## config.mk

```make
export PLATFORM = sky130hd
export DESIGN_NAME = saturation_time_measure
export DESIGN_NICKNAME = d
export VERILOG_FILES = /design/src/core/dummy_unused_never.sv /design/src/core/sat_measure_pkg.sv /design/src/core/tick_if.sv /design/src/core/saturation_time_measure.sv /design/src/core/tick_divider.sv
export SDC_FILE = /design/constraint.sdc
export NUM_CORES = 1
export LEC_CHECK = 0
export ABC_AREA = 1
export BUFFER_PORTS_ARGS = -buffer_cell sky130_fd_sc_hd__buf_2
export CAP_MARGIN = 20
export CORE_MARGIN = 3
export CORE_UTILIZATION = 50
export CTS_CLUSTER_DIAMETER = 150
export DETAILED_ROUTE_END_ITERATION = 10
export PLACE_DENSITY = 0.83
export SETUP_SLACK_MARGIN = 0.2
export SYNTH_ARGS = -nofsm -noshare
export SYNTH_HDL_FRONTEND = slang
export SYNTH_SLANG_ARGS = --single-unit
```

## constraint.sdc

```tcl
create_clock -name mclk -period 4.2 [get_ports mclk]
set_clock_uncertainty 0.2 [all_clocks]
set_input_delay 0.42 -clock mclk [delete_from_list [all_inputs] [get_ports mclk]]
set_output_delay 0.42 -clock mclk [all_outputs]
set_load 0.02 [all_outputs]
```

## src/core/dummy_unused_never.sv

```systemverilog
// holds no logic; the block lives in the other core files

```

## src/core/sat_measure_pkg.sv

```systemverilog
// constants, register map and types for the saturation time measurement
package sat_measure_pkg;

   // ************************************************
   // clock and timing
   // ************************************************
   localparam int CLK_PERIOD_NS = 100;
   localparam int FILTER_STEP_NS = 2000;
   localparam int SAT_STEP_NS = 16000;
   localparam int FILTER_STEP_CYCLES = (FILTER_STEP_NS + CLK_PERIOD_NS - 1) / CLK_PERIOD_NS;
   localparam int SAT_STEP_CYCLES = (SAT_STEP_NS + CLK_PERIOD_NS - 1) / CLK_PERIOD_NS;
   localparam int FINE_W = $clog2(FILTER_STEP_CYCLES);
   localparam int COARSE_W = $clog2(SAT_STEP_CYCLES);

   // ************************************************
   // data widths
   // ************************************************
   localparam int ADDR_W = 4;
   localparam int DATA_W = 32;
   localparam int COUNT_W = 8;
   localparam int LEVEL_W = 8;
   localparam logic [COUNT_W-1:0] COUNT_MAX = 8'hFF;
   localparam logic [COUNT_W-1:0] COUNT_ZERO = 8'h00;

   // ************************************************
   // register map
   // ************************************************
   localparam logic [ADDR_W-1:0] CTRL_OFFSET = 4'h0;
   localparam logic [ADDR_W-1:0] FILTER_OFFSET = 4'h4;
   localparam logic [ADDR_W-1:0] CAPTURE_OFFSET = 4'h8;
   localparam logic [ADDR_W-1:0] STATUS_OFFSET = 4'hC;
   localparam int ENABLE_BIT = 0;
   localparam int SEL_LOW_BIT = 1;
   localparam int SEL_HIGH_BIT = 2;
   localparam int COMPLETE_BIT = 0;
   localparam int BUSY_BIT = 1;
   localparam logic [1:0] RESP_OKAY = 2'h0;
   localparam logic [1:0] RESP_SLVERR = 2'h2;

   // ************************************************
   // comparator thresholds, one per select code
   // ************************************************
   localparam logic [LEVEL_W-1:0] THRESH_0 = 8'h10;
   localparam logic [LEVEL_W-1:0] THRESH_1 = 8'h20;
   localparam logic [LEVEL_W-1:0] THRESH_2 = 8'h40;
   localparam logic [LEVEL_W-1:0] THRESH_3 = 8'h60;

   typedef enum logic [1:0] {
      ST_IDLE = 2'h0,
      ST_MEASURE = 2'h1,
      ST_DONE = 2'h3
   } meas_state_t;

endpackage

```

## src/core/tick_if.sv

```systemverilog
// tick enables passed from the divider to the measurement logic
interface tick_if;
   logic restart;
   logic tick_fine;
   logic tick_coarse;
   modport gen (input restart, output tick_fine, output tick_coarse);
   modport user (output restart, input tick_fine, input tick_coarse);
endinterface
```

## src/core/saturation_time_measure.sv

```systemverilog
// saturation time measurement with an axi4-lite register slave
// Contract
// - enabling starts the saturation timer from zero
// - only the positive part of the limiter level is compared
// - level below threshold starts the deglitch timer
// - deglitch time reached: capture timer value, set completion flag
// - no drop below threshold: flag stays 0, capture at most FF
// - disabling clears capture and completion flag
// - completion only after continuous below time; a rise restarts it
// - deglitch setting is 8 bits of 2 us each
// - capture is 8 bits of 16 us each
// - two-bit threshold select in a control register
module saturation_time_measure
   import sat_measure_pkg::*;
(
   input wire logic mclk,
   input wire logic sys_rst,
   input wire logic [LEVEL_W-1:0] limiter_sense_pin,
   input wire logic [ADDR_W-1:0] s_axi_awaddr,
   input wire logic [2:0] s_axi_awprot,
   input wire logic s_axi_awvalid,
   output logic s_axi_awready,
   input wire logic [DATA_W-1:0] s_axi_wdata,
   input wire logic [3:0] s_axi_wstrb,
   input wire logic s_axi_wvalid,
   output logic s_axi_wready,
   output logic [1:0] s_axi_bresp,
   output logic s_axi_bvalid,
   input wire logic s_axi_bready,
   input wire logic [ADDR_W-1:0] s_axi_araddr,
   input wire logic [2:0] s_axi_arprot,
   input wire logic s_axi_arvalid,
   output logic s_axi_arready,
   output logic [DATA_W-1:0] s_axi_rdata,
   output logic [1:0] s_axi_rresp,
   output logic s_axi_rvalid,
   input wire logic s_axi_rready
);

   // ************************************************
   // address decode
   // ************************************************
   function automatic logic addr_ok(input logic [ADDR_W-1:0] a);
      addr_ok = (a == CTRL_OFFSET) || (a == FILTER_OFFSET) ||
                (a == CAPTURE_OFFSET) || (a == STATUS_OFFSET);
   endfunction

   // ************************************************
   // state
   // ************************************************
   meas_state_t state_q;
   meas_state_t state_d;
   logic saturation_measure_enable_q;
   logic threshold_select_high_q;
   logic threshold_select_low_q;
   logic [COUNT_W-1:0] below_threshold_filter_time_q;
   logic [COUNT_W-1:0] saturation_duration_capture_q;
   logic saturation_measure_complete_q;
   logic [COUNT_W-1:0] sat_timer_q;
   logic [COUNT_W-1:0] filter_count_q;

   logic [ADDR_W-1:0] waddr_q;
   logic waddr_have_q;
   logic [DATA_W-1:0] wdata_q;
   logic [3:0] wstrb_q;
   logic wdata_have_q;
   logic bvalid_q;
   logic [1:0] bresp_q;
   logic rvalid_q;
   logic [DATA_W-1:0] rdata_q;
   logic [1:0] rresp_q;

   tick_if tk ();

   tick_divider u_ticks (
      .mclk(mclk),
      .sys_rst(sys_rst),
      .tk(tk)
   );

   // ************************************************
   // axi handshakes and write decode
   // ************************************************
   assign s_axi_awready = ~waddr_have_q & ~bvalid_q;
   assign s_axi_wready = ~wdata_have_q & ~bvalid_q;
   assign s_axi_arready = ~rvalid_q;
   assign s_axi_bvalid = bvalid_q;
   assign s_axi_bresp = bresp_q;
   assign s_axi_rvalid = rvalid_q;
   assign s_axi_rdata = rdata_q;
   assign s_axi_rresp = rresp_q;

   wire aw_fire = s_axi_awvalid & s_axi_awready;
   wire w_fire = s_axi_wvalid & s_axi_wready;
   wire ar_fire = s_axi_arvalid & s_axi_arready;
   wire wr_do = waddr_have_q & wdata_have_q & ~bvalid_q;
   wire wr_ctrl = wr_do & (waddr_q == CTRL_OFFSET) & wstrb_q[0];
   wire wr_filter = wr_do & (waddr_q == FILTER_OFFSET) & wstrb_q[0];
   wire new_enable = wdata_q[ENABLE_BIT];
   wire start = wr_ctrl & new_enable & ~saturation_measure_enable_q;
   wire stop = wr_ctrl & ~new_enable & saturation_measure_enable_q;

   // ************************************************
   // comparator and threshold select
   // ************************************************
   wire [1:0] thresh_sel = {threshold_select_high_q, threshold_select_low_q};
   wire [LEVEL_W-1:0] threshold = (thresh_sel == 2'h0) ? THRESH_0 :
                                  (thresh_sel == 2'h1) ? THRESH_1 :
                                  (thresh_sel == 2'h2) ? THRESH_2 : THRESH_3;
   wire level_negative = limiter_sense_pin[LEVEL_W-1];
   wire [LEVEL_W-1:0] positive_level = level_negative ? '0 : limiter_sense_pin;
   wire below = positive_level < threshold;

   wire measuring = (state_q == ST_MEASURE);
   wire reached = measuring & below & (filter_count_q == below_threshold_filter_time_q);

   assign tk.restart = start;

   // ************************************************
   // measurement state machine
   // ************************************************
   always_comb begin
      state_d = state_q;
      case (state_q)
         ST_IDLE: begin
            if (start) begin
               state_d = ST_MEASURE;
            end
         end
         ST_MEASURE: begin
            if (stop) begin
               state_d = ST_IDLE;
            end else if (reached) begin
               state_d = ST_DONE;
            end
         end
         ST_DONE: begin
            if (stop) begin
               state_d = ST_IDLE;
            end
         end
         default: begin
            state_d = ST_IDLE;
         end
      endcase
   end

   always_ff @(posedge mclk or posedge sys_rst) begin
      if (sys_rst) begin
         state_q <= ST_IDLE;
      end else begin
         state_q <= state_d;
      end
   end

   // ************************************************
   // saturation timer, saturating at all ones
   // ************************************************
   always_ff @(posedge mclk or posedge sys_rst) begin
      if (sys_rst) begin
         sat_timer_q <= COUNT_ZERO;
      end else if (start || stop) begin
         sat_timer_q <= COUNT_ZERO;
      end else if (measuring && tk.tick_coarse && sat_timer_q != COUNT_MAX) begin
         sat_timer_q <= sat_timer_q + 1'b1;
      end
   end

   // ************************************************
   // deglitch timer, 2 us steps while below
   // ************************************************
   always_ff @(posedge mclk or posedge sys_rst) begin
      if (sys_rst) begin
         filter_count_q <= COUNT_ZERO;
      end else if (start || !below || !measuring) begin
         filter_count_q <= COUNT_ZERO;
      end else if (tk.tick_fine && filter_count_q != COUNT_MAX) begin
         filter_count_q <= filter_count_q + 1'b1;
      end
   end

   // ************************************************
   // capture and completion
   // ************************************************
   always_ff @(posedge mclk or posedge sys_rst) begin
      if (sys_rst) begin
         saturation_duration_capture_q <= COUNT_ZERO;
         saturation_measure_complete_q <= 1'b0;
      end else if (stop || start) begin
         saturation_duration_capture_q <= COUNT_ZERO;
         saturation_measure_complete_q <= 1'b0;
      end else if (reached) begin
         saturation_duration_capture_q <= sat_timer_q;
         saturation_measure_complete_q <= 1'b1;
      end else if (measuring) begin
         saturation_duration_capture_q <= sat_timer_q;
      end
   end

   // ************************************************
   // software registers
   // ************************************************
   always_ff @(posedge mclk or posedge sys_rst) begin
      if (sys_rst) begin
         saturation_measure_enable_q <= 1'b0;
         threshold_select_high_q <= 1'b0;
         threshold_select_low_q <= 1'b0;
      end else if (wr_ctrl) begin
         saturation_measure_enable_q <= new_enable;
         threshold_select_high_q <= wdata_q[SEL_HIGH_BIT];
         threshold_select_low_q <= wdata_q[SEL_LOW_BIT];
      end
   end

   always_ff @(posedge mclk or posedge sys_rst) begin
      if (sys_rst) begin
         below_threshold_filter_time_q <= COUNT_ZERO;
      end else if (wr_filter) begin
         below_threshold_filter_time_q <= wdata_q[COUNT_W-1:0];
      end
   end

   // ************************************************
   // axi write channel
   // ************************************************
   always_ff @(posedge mclk or posedge sys_rst) begin
      if (sys_rst) begin
         waddr_q <= '0;
         waddr_have_q <= 1'b0;
         wdata_q <= '0;
         wstrb_q <= '0;
         wdata_have_q <= 1'b0;
         bvalid_q <= 1'b0;
         bresp_q <= RESP_OKAY;
      end else begin
         if (aw_fire) begin
            waddr_q <= s_axi_awaddr;
            waddr_have_q <= 1'b1;
         end
         if (w_fire) begin
            wdata_q <= s_axi_wdata;
            wstrb_q <= s_axi_wstrb;
            wdata_have_q <= 1'b1;
         end
         if (wr_do) begin
            waddr_have_q <= 1'b0;
            wdata_have_q <= 1'b0;
            bvalid_q <= 1'b1;
            bresp_q <= addr_ok(waddr_q) ? RESP_OKAY : RESP_SLVERR;
         end else if (bvalid_q && s_axi_bready) begin
            bvalid_q <= 1'b0;
         end
      end
   end

   // ************************************************
   // axi read channel
   // ************************************************
   logic [DATA_W-1:0] read_mux;

   always_comb begin
      read_mux = '0;
      case (s_axi_araddr)
         CTRL_OFFSET: begin
            read_mux[ENABLE_BIT] = saturation_measure_enable_q;
            read_mux[SEL_LOW_BIT] = threshold_select_low_q;
            read_mux[SEL_HIGH_BIT] = threshold_select_high_q;
         end
         FILTER_OFFSET: begin
            read_mux[COUNT_W-1:0] = below_threshold_filter_time_q;
         end
         CAPTURE_OFFSET: begin
            read_mux[COUNT_W-1:0] = saturation_duration_capture_q;
         end
         STATUS_OFFSET: begin
            read_mux[COMPLETE_BIT] = saturation_measure_complete_q;
            read_mux[BUSY_BIT] = measuring;
         end
         default: begin
            read_mux = '0;
         end
      endcase
   end

   always_ff @(posedge mclk or posedge sys_rst) begin
      if (sys_rst) begin
         rvalid_q <= 1'b0;
         rdata_q <= '0;
         rresp_q <= RESP_OKAY;
      end else if (ar_fire) begin
         rvalid_q <= 1'b1;
         rdata_q <= read_mux;
         rresp_q <= addr_ok(s_axi_araddr) ? RESP_OKAY : RESP_SLVERR;
      end else if (rvalid_q && s_axi_rready) begin
         rvalid_q <= 1'b0;
      end
   end

endmodule

```

## src/core/tick_divider.sv

```systemverilog
// divider making the 2 us and 16 us enable pulses
module tick_divider
   import sat_measure_pkg::*;
(
   input wire logic mclk,
   input wire logic sys_rst,
   tick_if.gen tk
);

   // ************************************************
   // counters
   // ************************************************
   logic [FINE_W-1:0] fine_q;
   logic [COARSE_W-1:0] coarse_q;
   wire fine_wrap = fine_q == FINE_W'(FILTER_STEP_CYCLES - 1);
   wire coarse_wrap = coarse_q == COARSE_W'(SAT_STEP_CYCLES - 1);

   assign tk.tick_fine = fine_wrap & ~tk.restart;
   assign tk.tick_coarse = coarse_wrap & ~tk.restart;

   always_ff @(posedge mclk or posedge sys_rst) begin
      if (sys_rst) begin
         fine_q <= '0;
      end else if (tk.restart || fine_wrap) begin
         fine_q <= '0;
      end else begin
         fine_q <= fine_q + 1'b1;
      end
   end

   always_ff @(posedge mclk or posedge sys_rst) begin
      if (sys_rst) begin
         coarse_q <= '0;
      end else if (tk.restart || coarse_wrap) begin
         coarse_q <= '0;
      end else begin
         coarse_q <= coarse_q + 1'b1;
      end
   end

endmodule

```

==> results of run 1 <==
flip-flops by register name, summed over array words and instances, names as in the netlist, 2 cells and up:
| name | cells |
|---|---|
| state_q | 2 |
| filter_count_q | 8 |
| below_threshold_filter_time_q | 8 |
| u_ticks.fine_q | 5 |
| saturation_duration_capture_q | 8 |
| u_ticks.coarse_q | 8 |
| waddr_q | 4 |
| sat_timer_q | 8 |
| wdata_q | 8 |
| s_axi_rdata | 8 |
cell usage after synthesis (all sizes together):
library cell  count  area share [%]
nand2           132              13
dfrtp            78              48
nor2             76             8.1
inv              61             5.6
a21oi            30             3.9
buf              30             5.4
nand3            27             3.6
o21ai            19             3.0
nand4            10             2.2
xnor2             7             1.5
ha                6             1.8
a31oi             5            0.76
nor3              5             1.0
xor2              4            0.86
mux2              2            0.55
a21boi            1            0.18
a41oi             1            0.21
conb              1           0.092
nand3b            1            0.18
nor3b             1            0.18
nor4              1            0.15
o2111ai           1            0.21
o21bai            1            0.18
cell type report:
type	instances	share of cell area, %
Timing Repair Buffer	43	4.76
Sequential cell	78	42.7
Tap cell	102	2.79
Multi-Input combinational cell	356	39.0
Clock inverter	6	2.96
Inverter	61	5.01
Clock buffer	9	2.71
path summary, 6_finish.rpt:
path                                              start                end  slack, ns  cells past startpoint
min in group asynchronous                       sys_rst  u_ticks.fine_q[1]       0.15                      3
worst max-delay path            threshold_select_high_q         state_q[1]       2.36                      9
max in group asynchronous                       sys_rst         wdata_q[0]       3.03                      3
worst min register to register        u_ticks.fine_q[0]  u_ticks.fine_q[0]       0.28                      1
worst max register to register  threshold_select_high_q         state_q[1]       2.36                      9
worst min-delay path                       s_axi_bready       s_axi_bvalid       0.03                      2
logic make-up after synthesis:
family / count (synthesis) / share of synthesized area [%]
XOR/XNOR: 11 / 2.35
AND/OR/NAND/NOR: 253 / 28.1
adder cells (fa/ha/maj): 6 / 1.83
flip-flops: 78 / 47.7
multiplexers: 2 / 0.550
buffers and inverters: 91 / 11.0
AO/OA/AOI/OAI: 58 / 8.38
other: 1 / 0.0916
worst register-to-register path: stages (launching register included):
cell,delay [ns]
dfrtp_1,0.42
inv_1,0.06
ha_1,0.29
a21oi_1,0.15
nand2_1,0.08
nor2_2,0.15
nand3_1,0.18
nand2_1,0.13
nand3_1,0.07
nand2_1,0.06
through the flow:
| stage | hold slack (ns) | instance area (sq um) | util (%) | std cells |
|---|---|---|---|---|
| CTS | 0.0187 | 4570 | 58.2 | 655 |
| global route | 0.0539 | 4570 | 58.2 | 655 |
| floorplan | 0.232 | 4190 | - | 525 |
| detailed placement | 0.265 | 4310 | 54.9 | 640 |
| global placement | 0.245 | 4310 | 54.9 | 640 |
| finish | 0.0335 | 4570 | 58.2 | 655 |
metal layers:
layer	GRT usage, %	up-vias	share of wire (%)
met5	0	-	0
met4	8.76	0	2.6
met3	4.11	20	6.5
met2	31.1	114	46
met1	24.3	1501	44
li1	-	1632	-
power by group:
group | leakage [nW] | internal (mW) | switching [mW]
Combinational | 1.22 | 0.249 | 0.451
Clock | 0.122 | 0.451 | 0.276
Sequential | 0.987 | 0.946 | 0.174
Total | 2.33 | 1.65 | 0.902
==> impl_metrics.py, run 1 <==
metrics = {
    "timing": {
        "final.setup.worst_slack_ns": 2.36,
        "setup_viol": 0,
        "rsz0062_at_grt": "no",
        "tightestPinTransition_ns": 0.967,
        "relSlewSlack_pct": 35.5,
        "fmax_ghz": 0.542,
        "drv_slew": 0,
        "final_hold_viol_count": 0,
        "final.setup.tns_ns": 0,
        "fin_crit_sh_pct": 43.9,
        "post-route-min-period_ns": 1.84,
    },
    "finish": {
        "nets": 620,
        "multi_input_area_sq_um": 1780,
        "regArea_sq_um": 1950,
        "final_cell_mix": "127 x nand2_1, 78 x dfrtp_1, 69 x nor2_1, 51 x inv_1, 42 x buf_2",
        "diodes": 0,
        "fillerInstances": 700,
        "layout-drive-gt1-share_pct": 17.5,
        "area_growth_pct": 11.6,
        "final_common_cell": "nand2_1",
    },
    "place": {
        "finalWeightedCongestion": 0.812,
        "port_buffers": 42,
        "hpwlAfterDp_microns": 5920,
        "dp_slack_ns": 2.20,
    },
    "drt": {
        "vias_per_cell": 4.99,
        "drt-wirelength-per-cell_microns": 12.5,
        "ant_nets": 0,
        "drtIter0Drc": 151,
        "first_pass_iters": 4,
        "num_vias": 3267,
        "drcViolationCount": 0,
        "wl_microns": 8160,
    },
    "global_routing": {
        "grt_max_degree": 79,
        "grt_pass1_vias": 3016,
        "grt.total_usage_pct": 19.1,
        "grt_pass1_wl_microns": 13600,
        "antenna_found_initial": 0,
        "grt-ovfl-total": 0,
    },
    "logic_synthesis": {
        "syn_inst": 500,
        "yosys_warnings": 0,
        "synth-seq-cells": 78,
        "synth_cell_types": 39,
        "syn-cell-area_sq_um": 4090,
        "synth.avg_cell_area_sq_um": 8.19,
        "synth_seq_area_share_pct": 47.7,
    },
    "run_status": {
        "outcome": "completed",
    },
    "critical_path": {
        "crit_chain": "inv_1 -> ha_1 -> a21oi_1 -> nand2_1 -> nor2_2 -> nand3_1 -> nand2_1 -> nand3_1 -> nand2_1",
        "startpoint_type": "register",
        "crit_top_cell": "nand2_1",
        "worstSetupEndpointType": "register",
        "path_buf_inv": 1,
        "cp.required_ns": 4.30,
        "crit_fanout": 4,
        "cp_top_family": "simple AND/OR/NAND/NOR gates",
        "critical_path.max_stage_delay_ns": 0.42,
        "critPathKind": "reg2reg",
        "crit_slowest_cell": "dfrtp_1",
        "arrival_ns": 1.94,
    },
    "floorplanning": {
        "rows": 32,
        "start_util_pct": 52.2,
        "io_pins": 106,
        "core-area_sq_um": 7850,
        "die_h_microns": 96.5,
        "die_x_microns": 96.5,
        "die-area_sq_um": 9310,
    },
    "clocking": {
        "cts_tree": "done",
        "clock_latency_ns": 0.36,
        "cts_max_level": 3,
        "postCtsSetupBuffers": 0,
        "cts.sinks": 78,
        "cts_made_buffers": 9,
        "cts_root_buffer": "clkbuf_8",
        "cts_resized": 0,
        "ctsHoldBuffers": 0,
        "clk_pin_slew_ns": 0.08,
        "clockBufferDepth": 2,
    },
    "pwr": {
        "totalPowerFinal_mw": 2.55,
        "leakage_nw": 2.33,
        "power.density_nw_per_um2": 558,
        "peakVddDrop_mv": 0.346,
    },
    "min_path": {
        "worstHoldPathType": "in2reg",
    },
    "flow_run": {
        "cap_viol_max_count": 0,
    },
}
Note: power is estimated with default switching activity, not from simulation.
==> run 2: changes to the inputs <==
- clock period: 4.2 -> 1.83 ns (I/O delays scaled with it)
==> run 2 against run 1 <==
The run now ends with negative hold slack left. Hold slack got worse by 0.039 ns. Clock-buffer cell count rose by 2. Combinational power rose to 3.1 times the previous value. Die area did not move. Sequential power rose by 130%. Non-clock buffer count rose by 56. Largest cell class is now multi-input gates. Largest power group unchanged. Highest routed layer unchanged.
==> impl_metrics.py, run 2 (synthesis results as in run 1) <==
metrics = {
    "clocking": {
        "cts_tree": "done",
        "cts_root_buffer": "clkbuf_8",
        "cts_made_buffers": 9,
        "cts.sinks": 78,
        "clk_pin_slew_ns": 0.08,
        "clock_latency_ns": 0.35,
        "cts_max_level": 3,
        "clockBufferDepth": 2,
    },
    "pwr": {
        "leakage_nw": 2.63,
        "peakVddDrop_mv": 0.762,
        "power.density_nw_per_um2": 1180,
    },
    "finish": {
        "final_common_cell": "nand2_1",
        "fin_util_pct": 67.4,
        "area_growth_pct": 29.2,
        "final_cell_mix": "105 x nand2_1, 77 x dfrtp_1, 63 x nor2_1, 44 x inv_1, 42 x buf_2",
        "diodes": 0,
        "multi_input_area_sq_um": 2010,
        "fillerInstances": 593,
        "layout-drive-gt1-share_pct": 31.4,
        "regArea_sq_um": 1950,
        "fin_cells": 713,
        "nets": 677,
    },
    "drt": {
        "first_pass_iters": 5,
        "wl_microns": 9770,
        "num_vias": 3685,
        "drtIter0Drc": 253,
        "drcViolationCount": 0,
        "ant_nets": 0,
        "drt-wirelength-per-cell_microns": 13.7,
        "vias_per_cell": 5.17,
    },
    "global_routing": {
        "grt_pass1_vias": 3429,
        "grt-ovfl-total": 0,
        "grt_pass1_wl_microns": 15100,
        "grt_max_degree": 36,
        "grt.total_usage_pct": 20.6,
        "antenna_found_initial": 0,
    },
    "place": {
        "port_buffers": 42,
        "dp_slack_ns": 0.0466,
        "finalWeightedCongestion": 0.833,
        "hpwlAfterDp_microns": 6290,
        "dpl.cell_count": 649,
    },
    "floorplanning": {
        "start_util_pct": 52.2,
        "rows": 32,
        "die-area_sq_um": 9310,
        "die_x_microns": 96.5,
        "core-area_sq_um": 7850,
        "die_h_microns": 96.5,
        "io_pins": 106,
    },
    "critical_path": {
        "regToRegSetupSlack_ns": 0.15,
        "critical_path.max_stage_delay_ns": 0.40,
        "crit_chain": "inv_1 -> nand2_2 -> nor2_8 -> nand4_4 -> nand2_4 -> inv_2 -> o21ai_1 -> nor2_1",
        "cp.required_ns": 1.88,
        "cp_top_family": "simple AND/OR/NAND/NOR gates",
        "crit_fanout": 6,
        "arrival_ns": 1.74,
        "worstSetupEndpointType": "register",
        "startpoint_type": "register",
        "crit_slowest_cell": "dfrtp_1",
        "path_buf_inv": 2,
        "critPathKind": "reg2reg",
    },
    "min_path": {
        "worstHoldPathType": "in2reg",
    },
    "timing": {
        "final.setup.tns_ns": 0,
        "rsz0062_at_grt": "yes",
        "hold_ws_ns": -0.00506,
        "final_hold_viol_count": 2,
        "setup_viol": 0,
        "fin_crit_sh_pct": 92.0,
        "final.setup.worst_slack_ns": 0.147,
        "post-route-min-period_ns": 1.68,
        "fmax_ghz": 0.594,
        "drv_slew": 0,
    },
    "flow_run": {
        "cap_viol_max_count": 0,
    },
    "run_status": {
        "outcome": "finished with violations",
        "violations": "negative hold slack",
    },
}
==> run 2: cell count changes in the layout (fill, tap and decap cells not counted), moves of 6 or more <==
cell	previous run	this run
buf_4	1	32
inv_1	51	44
a21oi_1	28	18
nor2_1	69	63
dlygate4sd3_1	0	18
a21oi_2	2	11
nand2_2	3	21
nand2_1	127	105
==> run 2: through the flow <==
| stage | total power, mW | instance area [sq um] |
|---|---|---|
| finish | 6.22 | 5290 |
| global route | 6.61 | 5290 |
| CTS | 5.90 | 4970 |
| detailed placement | 4.28 | 4400 |
| global placement | 4.17 | 4400 |
| floorplan | 3.82 | 4200 |
==> run 2: worst register-to-register path, cell delays in order (launching register included) <==
cell and delay, ns:
dfrtp_1 0.40, inv_1 0.10, nand2_2 0.11, nor2_8 0.15, nand4_4 0.21, nand2_4 0.19
inv_2 0.08, o21ai_1 0.09, nor2_1 0.05
==> run 2: path summary, 6_finish.rpt <==
check / startpoint / end / depth (start not counted)
min: s_axi_araddr[0] / s_axi_rresp[1] / 3
min reg2reg: u_ticks.fine_q[0] / u_ticks.fine_q[0] / 1
max: waddr_q[0] / sat_timer_q[1] / 8
max in group asynchronous: sys_rst / wstrb_q[0] / 4
max reg2reg: waddr_q[0] / sat_timer_q[1] / 8
min in group asynchronous: sys_rst / s_axi_rvalid / 3
==> run 2: power by group <==
part	leakage (nW)	switching [mW]	internal [mW]	total, mW
sequential	0.986	0.400	2.17	2.57
combinational	1.53	1.33	0.876	2.20
clock	0.110	0.636	0.808	1.44
==> run 2: layout make-up <==
cell class,instances,area share [%]
clock buffer,11,2.67
clock inverter,5,1.54
inverter,61,4.54
multi-input combinational,356,38.0
sequential,78,36.9
tap,102,2.41
timing repair buffer,99,13.8
timing repair inverter,1,0.118
==> run 2: timing repair <==
| action | in CTS | in global routing |
|---|---|---|
| endpoints found under the setup margin | 30 | 40 |
| pin swaps | 14 | 15 |
| hold buffers | 17 | 1 |
| buffers inserted | 15 | 14 |
| gates cloned | 0 | 1 |
| gates resized for setup | 20 | 53 |
| endpoints found under the hold margin | 62 | 1 |
==> run 2: layer usage <==
layer | up-vias | GRT usage [%] | wire, microns
met1 | 1768 | 26.9 | 4030
met4 | 0 | 9.93 | 178
met5 | - | 0 | 0
met2 | 146 | 33.6 | 4980
li1 | 1752 | - | -
met3 | 19 | 3.33 | 576
